### src/include/aad_pkg.sv
// Shared constants of the record-path decimator.
// Assumes nothing beyond a SystemVerilog compiler.
package aad_pkg;
   localparam int OSR = 128;
   localparam int CIC_RATIO = 16;
   localparam int CIC_ORDER = 3;
   localparam int HB_STAGES = 3;
   localparam int HB_TAPS = 7;
   localparam int DATA_W = 24;
   localparam int CIC_W = 16;
   localparam int CIC_SHIFT = 10;
   localparam int WORD_LEN = 20;
   localparam int HPF_SHIFT = 12;
   localparam int MUTE_FRAMES_DC_OFF = 1024;
   localparam int MUTE_FRAMES_DC_ON = 12288;
   localparam int FRAME_CNT_W = 14;
   localparam int SAMPLE_W = 2 * WORD_LEN;
   localparam int BUF_DEPTH = 2;
   localparam logic [3:0] CIC_LAST = 4'hf;
endpackage

### src/include/aad_stream_if.sv
// Valid/ready stream carrying one stereo sample pair.
// Source drives valid and data, sink drives ready.
`timescale 1ns/10ps
interface aad_stream_if #(parameter int WIDTH = 40);
   logic valid;
   logic ready;
   logic [WIDTH-1:0] data;
   modport src (output valid, output data, input ready);
   modport snk (input valid, input data, output ready);
endinterface

### src/logic/aad_pair_buf.sv
// Two-entry buffer for stereo sample pairs.
// Assumes both sides on core_clk; synchronous active-high reset.
`timescale 1ns/10ps
module aad_pair_buf
   import aad_pkg::*;
#(
   parameter int DEPTH = BUF_DEPTH
) (
   // Clock and reset
   input wire logic core_clk,
   input wire logic srst,
   // Streams
   aad_stream_if.snk fill,
   aad_stream_if.src drain
);
   localparam int PW = $clog2(DEPTH);
   logic [SAMPLE_W-1:0] mem_reg [DEPTH];
   logic [PW-1:0] wr_reg;
   logic [PW-1:0] rd_reg;
   logic [PW:0] cnt_reg;
   wire push = fill.valid && fill.ready;
   wire pop = drain.valid && drain.ready;
   wire [PW-1:0] wr_next = (wr_reg == PW'(DEPTH - 1)) ? '0 : wr_reg + 1'b1;
   wire [PW-1:0] rd_next = (rd_reg == PW'(DEPTH - 1)) ? '0 : rd_reg + 1'b1;

   assign fill.ready = (cnt_reg != (PW + 1)'(DEPTH));
   assign drain.valid = (cnt_reg != '0);
   assign drain.data = mem_reg[rd_reg];

   always_ff @(posedge core_clk) begin
      if (push) begin
         mem_reg[wr_reg] <= fill.data;
      end
   end

   always_ff @(posedge core_clk) begin
      if (srst) begin
         wr_reg <= '0;
         rd_reg <= '0;
         cnt_reg <= '0;
      end else begin
         if (push) begin
            wr_reg <= wr_next;
         end
         if (pop) begin
            rd_reg <= rd_next;
         end
         cnt_reg <= cnt_reg + (PW + 1)'(push) - (PW + 1)'(pop);
      end
   end
endmodule

### src/logic/aad_decimator.sv
// Stereo sigma-delta decimator with DC filter and slave serial output.
// Assumes modulator bits, bit clock and word select are synchronous to core_clk.
// What the host must do and what this block does
// [RULE1] Host supplies master timing locked to the serial port signals; device is slave.
// [RULE2] Host keeps bit clock at most 128 times the word select rate.
// [RULE3] Host changes word select only on a falling bit clock edge.
// [RULE4] Host keeps the frame rate between 8 kHz and 55 kHz.
// [RULE5] In justified formats word select has equal high and low halves.
// [RULE6] Accept one bitstream per channel at 128 times the sample rate.
// [RULE7] Front-end gain selectable between 0 dB and 6 dB by one input.
// [RULE8] Decimate to one sample per frame through exactly two cascaded stages.
// [RULE9] First stage is third-order sinc, decimating by sixteen.
// [RULE10] Second stage is three half-band FIR filters, each halving the rate.
// [RULE11] Flat pass band, stop band beyond 0.55 fs, overall DC gain -1.16 dB.
// [RULE12] Optional IIR high-pass after decimation, enabled by a control setting.
// [RULE13] High-pass has unity pass band and strong rejection at DC.
// [RULE14] Serial output held low for 1024 frames, or 12288 with DC removal.
// [RULE15] Emit I2S or left-justified words up to 20 bits, left and right multiplexed.
// [RULE16] Capture both channels from one instant, shift MSB first on bit clock.
`timescale 1ns/10ps
module aad_decimator
   import aad_pkg::*;
#(
   parameter int MUTE_OFF_FRAMES = MUTE_FRAMES_DC_OFF,
   parameter int MUTE_ON_FRAMES = MUTE_FRAMES_DC_ON
) (
   // Clock and reset
   input wire logic core_clk,
   input wire logic srst,
   // Modulator bitstreams
   input wire logic mod_strobe,
   input wire logic mod_bit_left,
   input wire logic mod_bit_right,
   // Static controls
   input wire logic gain_select_pin,
   input wire logic hpf_enable,
   input wire logic fmt_i2s,
   // Serial audio port
   input wire logic bck,
   input wire logic ws,
   output logic serial_sample_out
);
   // Sinc stage: integrators at modulator rate, combs every sixteenth bit
   logic [3:0] dec_cnt_reg;
   logic cic_valid_reg;
   logic signed [CIC_W-1:0] integ_reg [2][CIC_ORDER];
   logic signed [CIC_W-1:0] comb_dly_reg [2][CIC_ORDER];
   logic signed [DATA_W-1:0] cic_out_reg [2];
   wire cic_dump = mod_strobe && (dec_cnt_reg == CIC_LAST);

   always_ff @(posedge core_clk) begin
      if (srst) begin
         dec_cnt_reg <= '0;
         cic_valid_reg <= 1'b0;
      end else begin
         if (mod_strobe) begin
            dec_cnt_reg <= dec_cnt_reg + 1'b1; // [RULE9]
         end
         cic_valid_reg <= cic_dump;
      end
   end

   // Half-band chain taps and handshake per channel and stage
   logic signed [DATA_W-1:0] hb_tap_reg [2][HB_STAGES][HB_TAPS];
   logic hb_phase_reg [2][HB_STAGES];
   logic hb_valid_reg [2][HB_STAGES];
   logic signed [DATA_W-1:0] hb_out_reg [2][HB_STAGES];

   genvar ch, st, k;
   generate
      for (ch = 0; ch < 2; ch++) begin : g_ch
         wire mod_bit = (ch == 0) ? mod_bit_left : mod_bit_right;
         wire signed [CIC_W-1:0] in_val = mod_bit ? CIC_W'(1) : -CIC_W'(1); // [RULE6]
         wire signed [CIC_W-1:0] c1 = integ_reg[ch][2] - comb_dly_reg[ch][0];
         wire signed [CIC_W-1:0] c2 = c1 - comb_dly_reg[ch][1];
         wire signed [CIC_W-1:0] c3 = c2 - comb_dly_reg[ch][2];

         always_ff @(posedge core_clk) begin
            if (srst) begin
               integ_reg[ch] <= '{default: '0};
               comb_dly_reg[ch] <= '{default: '0};
               cic_out_reg[ch] <= '0;
            end else if (mod_strobe) begin
               integ_reg[ch][0] <= integ_reg[ch][0] + in_val; // [RULE9]
               integ_reg[ch][1] <= integ_reg[ch][1] + integ_reg[ch][0];
               integ_reg[ch][2] <= integ_reg[ch][2] + integ_reg[ch][1];
               if (cic_dump) begin
                  comb_dly_reg[ch][0] <= integ_reg[ch][2];
                  comb_dly_reg[ch][1] <= c1;
                  comb_dly_reg[ch][2] <= c2;
                  cic_out_reg[ch] <= DATA_W'(c3) <<< CIC_SHIFT; // [RULE8]
               end
            end
         end

         for (st = 0; st < HB_STAGES; st++) begin : g_hb
            // Previous stage index is clamped so stage 0 never names index -1
            localparam int PREV = (st == 0) ? 0 : st - 1;
            wire in_valid = (st == 0) ? cic_valid_reg : hb_valid_reg[ch][PREV];
            wire signed [DATA_W-1:0] in_data = (st == 0) ? cic_out_reg[ch] : hb_out_reg[ch][PREV];
            // Half-band kernel -1 0 9 16 9 0 -1 over 32: unity DC gain
            wire signed [DATA_W+5:0] acc = 30'(hb_tap_reg[ch][st][3]) * 30'sd16
               + (30'(hb_tap_reg[ch][st][2]) + 30'(hb_tap_reg[ch][st][4])) * 30'sd9
               - 30'(hb_tap_reg[ch][st][0]) - 30'(hb_tap_reg[ch][st][6]);
            wire signed [DATA_W+5:0] acc_sh = acc >>> 5;

            always_ff @(posedge core_clk) begin
               if (srst) begin
                  hb_tap_reg[ch][st][0] <= '0;
                  hb_phase_reg[ch][st] <= 1'b0;
                  hb_valid_reg[ch][st] <= 1'b0;
                  hb_out_reg[ch][st] <= '0;
               end else begin
                  hb_valid_reg[ch][st] <= 1'b0;
                  if (in_valid) begin
                     hb_tap_reg[ch][st][0] <= in_data;
                     hb_phase_reg[ch][st] <= ~hb_phase_reg[ch][st];
                     if (hb_phase_reg[ch][st]) begin
                        hb_out_reg[ch][st] <= DATA_W'(acc_sh); // [RULE10]
                        hb_valid_reg[ch][st] <= 1'b1;
                     end
                  end
               end
            end
            for (k = 1; k < HB_TAPS; k++) begin : g_tap
               always_ff @(posedge core_clk) begin
                  if (srst) begin
                     hb_tap_reg[ch][st][k] <= '0;
                  end else if (in_valid) begin
                     hb_tap_reg[ch][st][k] <= hb_tap_reg[ch][st][k-1];
                  end
               end
            end
         end
      end
   endgenerate

   // Gain, DC-gain trim and high-pass, one pass per frame for both channels
   localparam int EXT_W = DATA_W + 4;
   localparam logic signed [EXT_W-1:0] SAT_MAX = EXT_W'((2 ** (DATA_W - 1)) - 1);
   localparam logic signed [EXT_W-1:0] SAT_MIN = -EXT_W'(2 ** (DATA_W - 1));
   wire dec_valid = hb_valid_reg[0][HB_STAGES-1];
   logic signed [EXT_W-1:0] hp_xprev_reg [2];
   logic signed [EXT_W-1:0] hp_y_reg [2];
   logic [WORD_LEN-1:0] word_reg [2];
   logic pend_reg;

   function automatic logic signed [EXT_W-1:0] sat(input logic signed [EXT_W-1:0] v);
      sat = (v > SAT_MAX) ? SAT_MAX : ((v < SAT_MIN) ? SAT_MIN : v);
   endfunction

   generate
      for (ch = 0; ch < 2; ch++) begin : g_post
         wire signed [EXT_W-1:0] raw = EXT_W'(hb_out_reg[ch][HB_STAGES-1]);
         wire signed [EXT_W-1:0] gained = gain_select_pin ? sat(raw <<< 1) : raw; // [RULE7]
         // Scale by 7/8, close to the -1.16 dB overall gain
         wire signed [EXT_W-1:0] trimmed = gained - (gained >>> 3); // [RULE11]
         wire signed [EXT_W-1:0] hp_next = trimmed - hp_xprev_reg[ch] + hp_y_reg[ch]
            - (hp_y_reg[ch] >>> HPF_SHIFT); // [RULE13]
         wire signed [EXT_W-1:0] chosen = hpf_enable ? sat(hp_next) : trimmed; // [RULE12]

         always_ff @(posedge core_clk) begin
            if (srst) begin
               hp_xprev_reg[ch] <= '0;
               hp_y_reg[ch] <= '0;
               word_reg[ch] <= '0;
            end else if (dec_valid) begin
               hp_xprev_reg[ch] <= trimmed;
               hp_y_reg[ch] <= hpf_enable ? hp_next : '0;
               word_reg[ch] <= chosen[DATA_W-1 -: WORD_LEN]; // [RULE16]
            end
         end
      end
   endgenerate

   // Pair waits until the buffer takes it; a stall past the next frame overwrites it with the next pair
   aad_stream_if #(.WIDTH(SAMPLE_W)) fill_if ();
   aad_stream_if #(.WIDTH(SAMPLE_W)) drain_if ();
   assign fill_if.valid = pend_reg;
   assign fill_if.data = {word_reg[0], word_reg[1]};

   always_ff @(posedge core_clk) begin
      if (srst) begin
         pend_reg <= 1'b0;
      end else if (dec_valid) begin
         pend_reg <= 1'b1;
      end else if (fill_if.ready) begin
         pend_reg <= 1'b0;
      end
   end

   aad_pair_buf #(.DEPTH(BUF_DEPTH)) u_buf (
      .core_clk(core_clk),
      .srst(srst),
      .fill(fill_if.snk),
      .drain(drain_if.src)
   );

   // Serial port: edges of the host's bit clock and word select
   logic bck_d_reg;
   logic ws_d_reg;
   logic [FRAME_CNT_W-1:0] frame_cnt_reg;
   logic muted_reg;
   logic [WORD_LEN-1:0] shift_reg;
   logic [WORD_LEN-1:0] right_hold_reg;
   logic [4:0] bits_left_reg;
   logic i2s_pad_reg;
   wire bck_fall = bck_d_reg && !bck;
   wire ws_edge = bck_fall && (ws != ws_d_reg); // [RULE3]
   wire left_start = ws_edge && (fmt_i2s ? !ws : ws); // [RULE15]
   wire [FRAME_CNT_W-1:0] mute_len = hpf_enable ? FRAME_CNT_W'(MUTE_ON_FRAMES) : FRAME_CNT_W'(MUTE_OFF_FRAMES);
   wire have_pair = drain_if.valid;
   wire [WORD_LEN-1:0] new_left = have_pair ? drain_if.data[SAMPLE_W-1 -: WORD_LEN] : '0;
   wire [WORD_LEN-1:0] new_right = have_pair ? drain_if.data[WORD_LEN-1:0] : '0;
   wire [WORD_LEN-1:0] load_word = left_start ? new_left : right_hold_reg;
   assign drain_if.ready = left_start;
   // Mute is decided at the left start itself, so no frame is ever half muted
   wire mute_now = (left_start && muted_reg) ? (frame_cnt_reg < mute_len) : muted_reg;

   always_ff @(posedge core_clk) begin
      if (srst) begin
         bck_d_reg <= 1'b0;
         ws_d_reg <= 1'b0;
      end else begin
         bck_d_reg <= bck;
         if (bck_fall) begin
            ws_d_reg <= ws;
         end
      end
   end

   // Output stays low until the filters have settled after reset
   always_ff @(posedge core_clk) begin
      if (srst) begin
         frame_cnt_reg <= '0;
         muted_reg <= 1'b1;
      end else if (left_start && muted_reg) begin
         frame_cnt_reg <= frame_cnt_reg + 1'b1;
         muted_reg <= mute_now; // [RULE14]
      end
   end

   always_ff @(posedge core_clk) begin
      if (srst) begin
         shift_reg <= '0;
         right_hold_reg <= '0;
         bits_left_reg <= '0;
         i2s_pad_reg <= 1'b0;
         serial_sample_out <= 1'b0;
      end else if (ws_edge) begin
         if (left_start) begin
            right_hold_reg <= new_right; // [RULE16]
         end
         if (fmt_i2s) begin
            // One bit clock of delay before the MSB in I2S framing
            shift_reg <= load_word;
            bits_left_reg <= 5'(WORD_LEN);
            i2s_pad_reg <= 1'b1;
            serial_sample_out <= 1'b0;
         end else begin
            shift_reg <= load_word << 1;
            bits_left_reg <= 5'(WORD_LEN - 1);
            i2s_pad_reg <= 1'b0;
            serial_sample_out <= load_word[WORD_LEN-1] && !mute_now; // [RULE15]
         end
      end else if (bck_fall) begin
         i2s_pad_reg <= 1'b0;
         if (bits_left_reg != '0) begin
            serial_sample_out <= shift_reg[WORD_LEN-1] && !mute_now; // [RULE14]
            shift_reg <= shift_reg << 1;
            bits_left_reg <= bits_left_reg - 1'b1;
         end else begin
            serial_sample_out <= 1'b0;
         end
      end
   end
endmodule

### config.mk
export PLATFORM = sky130hd
export DESIGN_NAME = aad_decimator
export DESIGN_NICKNAME = d
export VERILOG_FILES = /design/src/include/aad_pkg.sv /design/src/include/aad_stream_if.sv /design/src/logic/aad_pair_buf.sv /design/src/logic/aad_decimator.sv
export SDC_FILE = /design/constraint.sdc
export NUM_CORES = 2
export LEC_CHECK = 0
export ABC_AREA = 0
export BUFFER_PORTS_ARGS = -buffer_cell sky130_fd_sc_hd__buf_2
export CAP_MARGIN = 20
export CORE_MARGIN = 2
export CORE_UTILIZATION = 64
export CTS_CLUSTER_DIAMETER = 60
export DETAILED_ROUTE_END_ITERATION = 8
export GPL_TIMING_DRIVEN = 0
export PLACE_DENSITY = 0.84
export SYNTH_ARGS = -nofsm -noshare
export SYNTH_HDL_FRONTEND = slang
export SYNTH_HIERARCHICAL = 1
export SYNTH_SLANG_ARGS = --single-unit
### constraint.sdc
create_clock -name core_clk -period 27 [get_ports core_clk]
set_clock_uncertainty 0.2 [all_clocks]
set_input_delay 4.05 -clock core_clk [delete_from_list [all_inputs] [get_ports core_clk]]
set_output_delay 4.05 -clock core_clk [all_outputs]
set_load 0.01 [all_outputs]
* Word-level counts from Yosys, hierarchy flattened *
Memories as Yosys holds them, arrays and structs flattened. A register that Yosys moved wholly into a read port is not among the register bits.
Cells that the tools add are included.

operators by class
  $mul = 6
  muxes and demuxes = 180
  add/sub/neg operators = 51
  reductions and logical operators = 19
  bitwise gates (word level) = 92
  eq/ne operators = 3
  $lt $le $gt $ge = 9

operators with widths
  kind                                                              count
  two-way mux 24 bit                                                54
  subtractor 29 x 24 -> 29 bit                                      12
  two-way mux 28 bit                                                12
  two-way mux 16 bit                                                14
  two-way mux 20 bit                                                9
  adder 28 x 29 -> 29 bit                                           6
  multiplier 25 x 5 -> 29 bit (second input constant)               6
  adder 24 x 24 -> 25 bit                                           6
  adder 16 bit                                                      6
  OR 1 bit                                                          86
  two-way mux 1 bit                                                 84
  subtractor 16 bit                                                 4
  adder 28 bit                                                      2
  greater-than comparator 28 x 24 -> 1 bit (second input constant)  2
  < comparator 28 x 24 -> 1 bit (second input constant)             2
  subtractor 28 x 16 -> 28 bit                                      2
  subtractor 28 x 25 -> 28 bit                                      2
  subtractor 28 bit                                                 2
  greater-than comparator 25 x 24 -> 1 bit (second input constant)  2
  < comparator 25 x 24 -> 1 bit (second input constant)             2
  two-way mux 14 bit                                                3
  subtractor 14 bit                                                 2
  two-way mux 5 bit                                                 3
  adder 14 x 1 -> 14 bit (second input constant)                    1
  other kinds (16)                                                  36

storage, ports and cells
  output and inout port bits = 1
  register bits = 73
  bits in writable memories = 1616
  memories = 11

memory list
  memory           words  bits a word  rd ports  clocked after Yosys merged registers in  write ports  RTL line              source
  hb_tap_reg       2      504          2         0                                        2            aad_decimator.sv:64   logic signed [DATA_W-1:0] hb_tap_reg [2][HB_STAGES][HB_TAPS];
  hb_out_reg       2      72           2         0                                        2            aad_decimator.sv:67   logic signed [DATA_W-1:0] hb_out_reg [2][HB_STAGES];
  comb_dly_reg     2      48           2         0                                        2            aad_decimator.sv:47   logic signed [CIC_W-1:0] comb_dly_reg [2][CIC_ORDER];
  integ_reg        2      48           2         0                                        2            aad_decimator.sv:46   logic signed [CIC_W-1:0] integ_reg [2][CIC_ORDER];
  u_buf.mem_reg    2      40           1         1                                        1            aad_pair_buf.sv:17    logic [SAMPLE_W-1:0] mem_reg [DEPTH];
  hp_xprev_reg     2      28           2         0                                        2            aad_decimator.sv:143  logic signed [EXT_W-1:0] hp_xprev_reg [2];
  5 more memories  n/a    n/a          n/a       n/a                                      n/a          n/a

* Depth between registers and ports, before layout *
An unclocked memory read counts as a cell.

  depth after elaboration = 14
  depth in mapped cells = 33
  gate-level depth less buffers = 30

* Modules after synthesis *
The synthesis kept the hierarchy.

modules (own cells, without submodules)
  module         area each (um^2)  cells an instance  times used
  aad_decimator  88459.8           7875               1
  aad_pair_buf   3130.5            153                1

* Least setup slack after synthesis *
No wires, ideal clock.

  kind = in2reg
  start point = input port gain_select_pin
  end point = memory word_reg[1][10] (data pin)
  library setup time = 0.256 ns
  cell stages on the path = 32
  buffers on the path = 4
  data arrival time = 11.162 ns
  setup slack = 15.382 ns
  cell sequence = clkbuf_1 -> clkbuf_1 -> clkbuf_1 -> o211ai_1 -> o21ai_0 -> inv_1 -> fa_1 -> a211o_1 -> o211ai_1 -> a21oi_1 -> o211ai_1 -> o21ai_0 -> o41ai_1 -> o21ai_0 -> a21o_1 -> a21oi_1 -> xor2_1 -> fa_1 -> fa_1 -> inv_1 -> ha_1 -> and2_1 -> a221o_1 -> a22oi_1 -> inv_1 -> a2111oi_0 -> o21bai_1 -> xnor2_2 -> nand2_1 -> o31ai_4 -> buf_6 -> a21oi_2

RTL lines
  item             RTL line              source
  start, declared  aad_decimator.sv:35   input wire logic gain_select_pin,
  end, declared    aad_decimator.sv:145  logic [WORD_LEN-1:0] word_reg [2];

==> run_results.csv <==
group,metric,value,unit
sta,finalHoldViolations,0,
power_and_ir_drop,p_sw_frac,0.364,
setup_path,arrival,13.58,ns
clock_network,clkTransAtPathRegs,0.06,ns
synth,synth_xor_area_frac,0.0441,
sta,tightest_slew,1.19,ns
setup_path,crit_type,"primary input to flip-flop",
final_layout,regArea,0.0426,mm2
power_and_ir_drop,p_sw,2.90,mW
outcome,outcome,"completed",
setup_path,worst_path_max_delay_cell,"o41ai_4",
clock_network,cts_resized,0,
floorplanning,die_area,0.146,mm2
min_path,whs_endpoint,"u_buf/mem_reg[0][12]",
global_route,overflow,0,
final_layout,largest_reg_flops,798,
min_path,holdPathStages,0,
sta,tns,0,ns
sta,maxSlewHeadroom,0.206,
placement,io_buffers,8,
final_layout,area_growth,8.60,%
final_layout,finalInstanceArea,0.0995,mm2
synth,synth_nets,9303,
synth,synth_compound_area_frac,0.0886,
power_and_ir_drop,p_total,7.96,mW
synth,synth_cells,8028,
clock_network,cts_setup_buffers,0,
sta,slew_viol_final,0,
final_layout,final_cell_mix,"edfxtp_1 (1366), inv_1 (1160), and2_1 (852), ha_1 (803), nor2_1 (677)",
final_layout,drive_gt1_frac,0.0490,
clock_network,cts_tree,"yes",
synth,synth-edff-count,1366,
synth,synthAdderAreaFrac,0.211,
setup_path,crit_path_start_kind,"primary input",
sta,finalSetupViolations,0,
synth,syn_area,0.0916,mm2
drt,viasPerCell,5.74,
power_and_ir_drop,p_leak,42.6,nW
synth,synth-seq-cells,1445,
sta,rsz0062_at_grt,"false",
synth,yosys_warnings,6,
drt,drtIter0Drc,4759,
power_and_ir_drop,intPower,5.06,mW
synth,synth_mux_area_frac,0.00710,
job,cap_violations,0,
final_layout,nFillCells,9350,
power_and_ir_drop,power.share.sequential,0.324,
global_route,track_usage,0.266,
clock_network,numClockSinks,1445,
placement,placedCellCount,9944,
placement,dp_hpwl,143,mm
global_route,grt_pass1_vias,60900,
global_route,grt_max_degree,73,
placement,place_area,0.0945,mm2
setup_path,crit_family,"compound AO/OA/AOI/OAI gates",
power_and_ir_drop,power.share.combinational,0.413,
power_and_ir_drop,ir_drop,0.0757,mV
setup_path,r2r_end,"word_reg[1][18]",
clock_network,cts_hold_buf,0,
placement,gp_congestion,0.927,
synth,async_flop_share,0,
global_route,grt_first_pass_wirelength,311,mm
setup_path,max_stage_delay,0.85,ns
final_layout,layout_commonest_cell,"edfxtp_1",
drt,drc,0,
min_path,holdCritStartpoint,"word_reg[1][12]",
setup_path,r2r_start,"hb_out_reg[1][23]",
setup_path,required,27.36,ns
floorplanning,io_pins,11,
final_layout,multi_input_area,0.0438,mm2
clock_network,root_buffer,"clkbuf_16",
floorplanning,start_util,0.646,
floorplanning,dieHeight,382,um
clock_network,clkLatencyLatePin,0.81,ns
clock_network,clock_path_buffers,3,
synth,ys.flop_type,"edfxtp_1",
final_layout,layout.cells.non_filler,10200,
synth,synth-simple-area-share,0.127,
drt,drt_first_pass_iters,6,
min_path,hold_class,"flip-flop to flip-flop",
power_and_ir_drop,power_per_cell_area,80.0,mW/mm2
clock_network,cts.htree.levels,4,
final_layout,fin_nets,9489,
setup_path,critical_path.max_fanout,10,
synth,synth_seq_area_share,0.465,
setup_path,reg2reg_depth,31,
synth,synth_cell_types,107,
sta,max_freq,0.0756,GHz
drt,routed_wl,193,mm
power_and_ir_drop,p_clk_frac,0.264,
floorplanning,die_x,382,um
setup_path,end_kind,"flip-flop",
setup_path,cp.buffers_inverters,6,
floorplanning,core_area,0.142,mm2
sta,finalCriticalPeriod,13.23,ns
clock_network,cts_inserted_buffers,158,
synth,synth_top_family_by_area,"adder cells",
global_route,antenna_found_initial,10,
floorplanning,row_count,138,
drt,vias,58800,
synth,syn_area_per_cell,11.4,um2
drt,final_antenna_net_count,0,
setup_path,r2r_slack,17.11,ns
sta,period_share,0.490,
drt,wl_per_cell,18.8,um
how the worst max path moves through the flow:
stage | startpoint | endpoint | slack [ns] | cells past startpoint
2_1_floorplan | gain_select_pin | word_reg[1][10] | 15.38 | 32
3_3_place_gp | gain_select_pin | word_reg[1][18] | 13.38 | 31
3_5_place_dp | gain_select_pin | word_reg[1][18] | 13.21 | 31
4_1_cts | gain_select_pin | word_reg[1][18] | 14.03 | 31
5_1_grt | gain_select_pin | word_reg[1][18] | 13.24 | 31
6_report | gain_select_pin | word_reg[1][18] | 13.77 | 31
cell usage after synthesis, types with 11 or more instances:
library cell	n	area share
a21oi_1	358	0.020
nor2b_1	87	0.0059
dfxtp_1	79	0.017
o41ai_1	12	0.0011
nor3b_1	15	0.0012
o21ai_0	199	0.011
o21bai_1	67	0.0055
edfxtp_1	1366	0.45
a21boi_0	28	0.0023
o31ai_1	17	0.0014
nand2_1	178	0.0073
xnor2_1	274	0.026
nor2_1	677	0.028
and2_1	852	0.058
a211oi_1	60	0.0049
xor2_1	181	0.017
o31a_1	13	0.0012
a22oi_1	40	0.0033
o21a_1	60	0.0049
or2_2	27	0.0018
ha_1	803	0.11
inv_1	1161	0.048
o211ai_1	50	0.0041
mux2_2	47	0.0058
clkbuf_1	186	0.0076
a21oi_2	18	0.0017
nand2b_1	81	0.0055
nand4_1	12	0.00082
a31oi_1	14	0.00096
or3_1	27	0.0018
and3_1	47	0.0032
nor3_1	131	0.0072
fa_1	462	0.10
nand3_1	63	0.0034
a21o_1	122	0.010
a2111oi_0	14	0.0013
mux2i_1	11	0.0012
cell families (layout without fill, tap and decap cells):
logic type               Yosys count  in the layout
adder cells (fa/ha/maj)         1270           1270
buffers and inverters           1364           1680
flip-flops                      1445           1445
AO/OA/AOI/OAI                   1201           1201
XOR/XNOR                         458            458
multiplexers                      59             59
other                              0              2
AND/OR/NAND/NOR                 2231           2231
worst register-to-register path: cells and delay by family, from the launching register on:
kind | cells | cell delay [ns]
XOR/XNOR | 2 | 0.61
adder cells (fa/ha/maj) | 5 | 1.98
AO/OA/AOI/OAI | 17 | 5.04
AND/OR/NAND/NOR | 3 | 0.69
buffers and inverters | 4 | 0.64
flip-flops | 1 | 0.49
final cells by class:
type / instances / area share
Antenna cell: 2 / 0.0000503
Buffer: 201 / 0.00811
Clock buffer: 194 / 0.0414
Clock inverter: 96 / 0.00882
Inverter: 1163 / 0.0439
Multi-Input combinational cell: 5219 / 0.441
Sequential cell: 1445 / 0.428
Tap cell: 1890 / 0.0238
Timing Repair Buffer: 26 / 0.00483
through the flow:
step           hold slack, ns  worst slack, ns  utilization
6_report                0.239            13.77        0.702
5_1_grt                 0.252            13.24        0.702
4_1_cts                 0.235            14.03        0.702
3_5_place_dp            0.231            13.21        0.666
3_3_place_gp            0.223            13.38        0.663
2_1_floorplan           0.221            15.38            -
power by group through the flow:
| stage | clock (mW) | combinational [mW] | sequential, mW |
|---|---|---|---|
| final | 2.10 | 3.28 | 2.57 |
| after global routing | 2.20 | 3.66 | 2.58 |
| after CTS | 2.12 | 3.25 | 2.57 |
| after detailed placement | 0 | 3.19 | 2.62 |
| after global placement | 0 | 3.05 | 2.63 |
| after floorplan | 0 | 2.54 | 2.60 |
per-layer routing:
metal,vias to the layer above,GRT usage,routed length [um]
li1,27700,-,-
met1,28900,0.340,78600
met2,1780,0.466,96200
met3,393,0.0361,11700
met4,2,0.0924,6190
met5,-,0,13
Note: power is estimated with default switching activity, not from simulation.
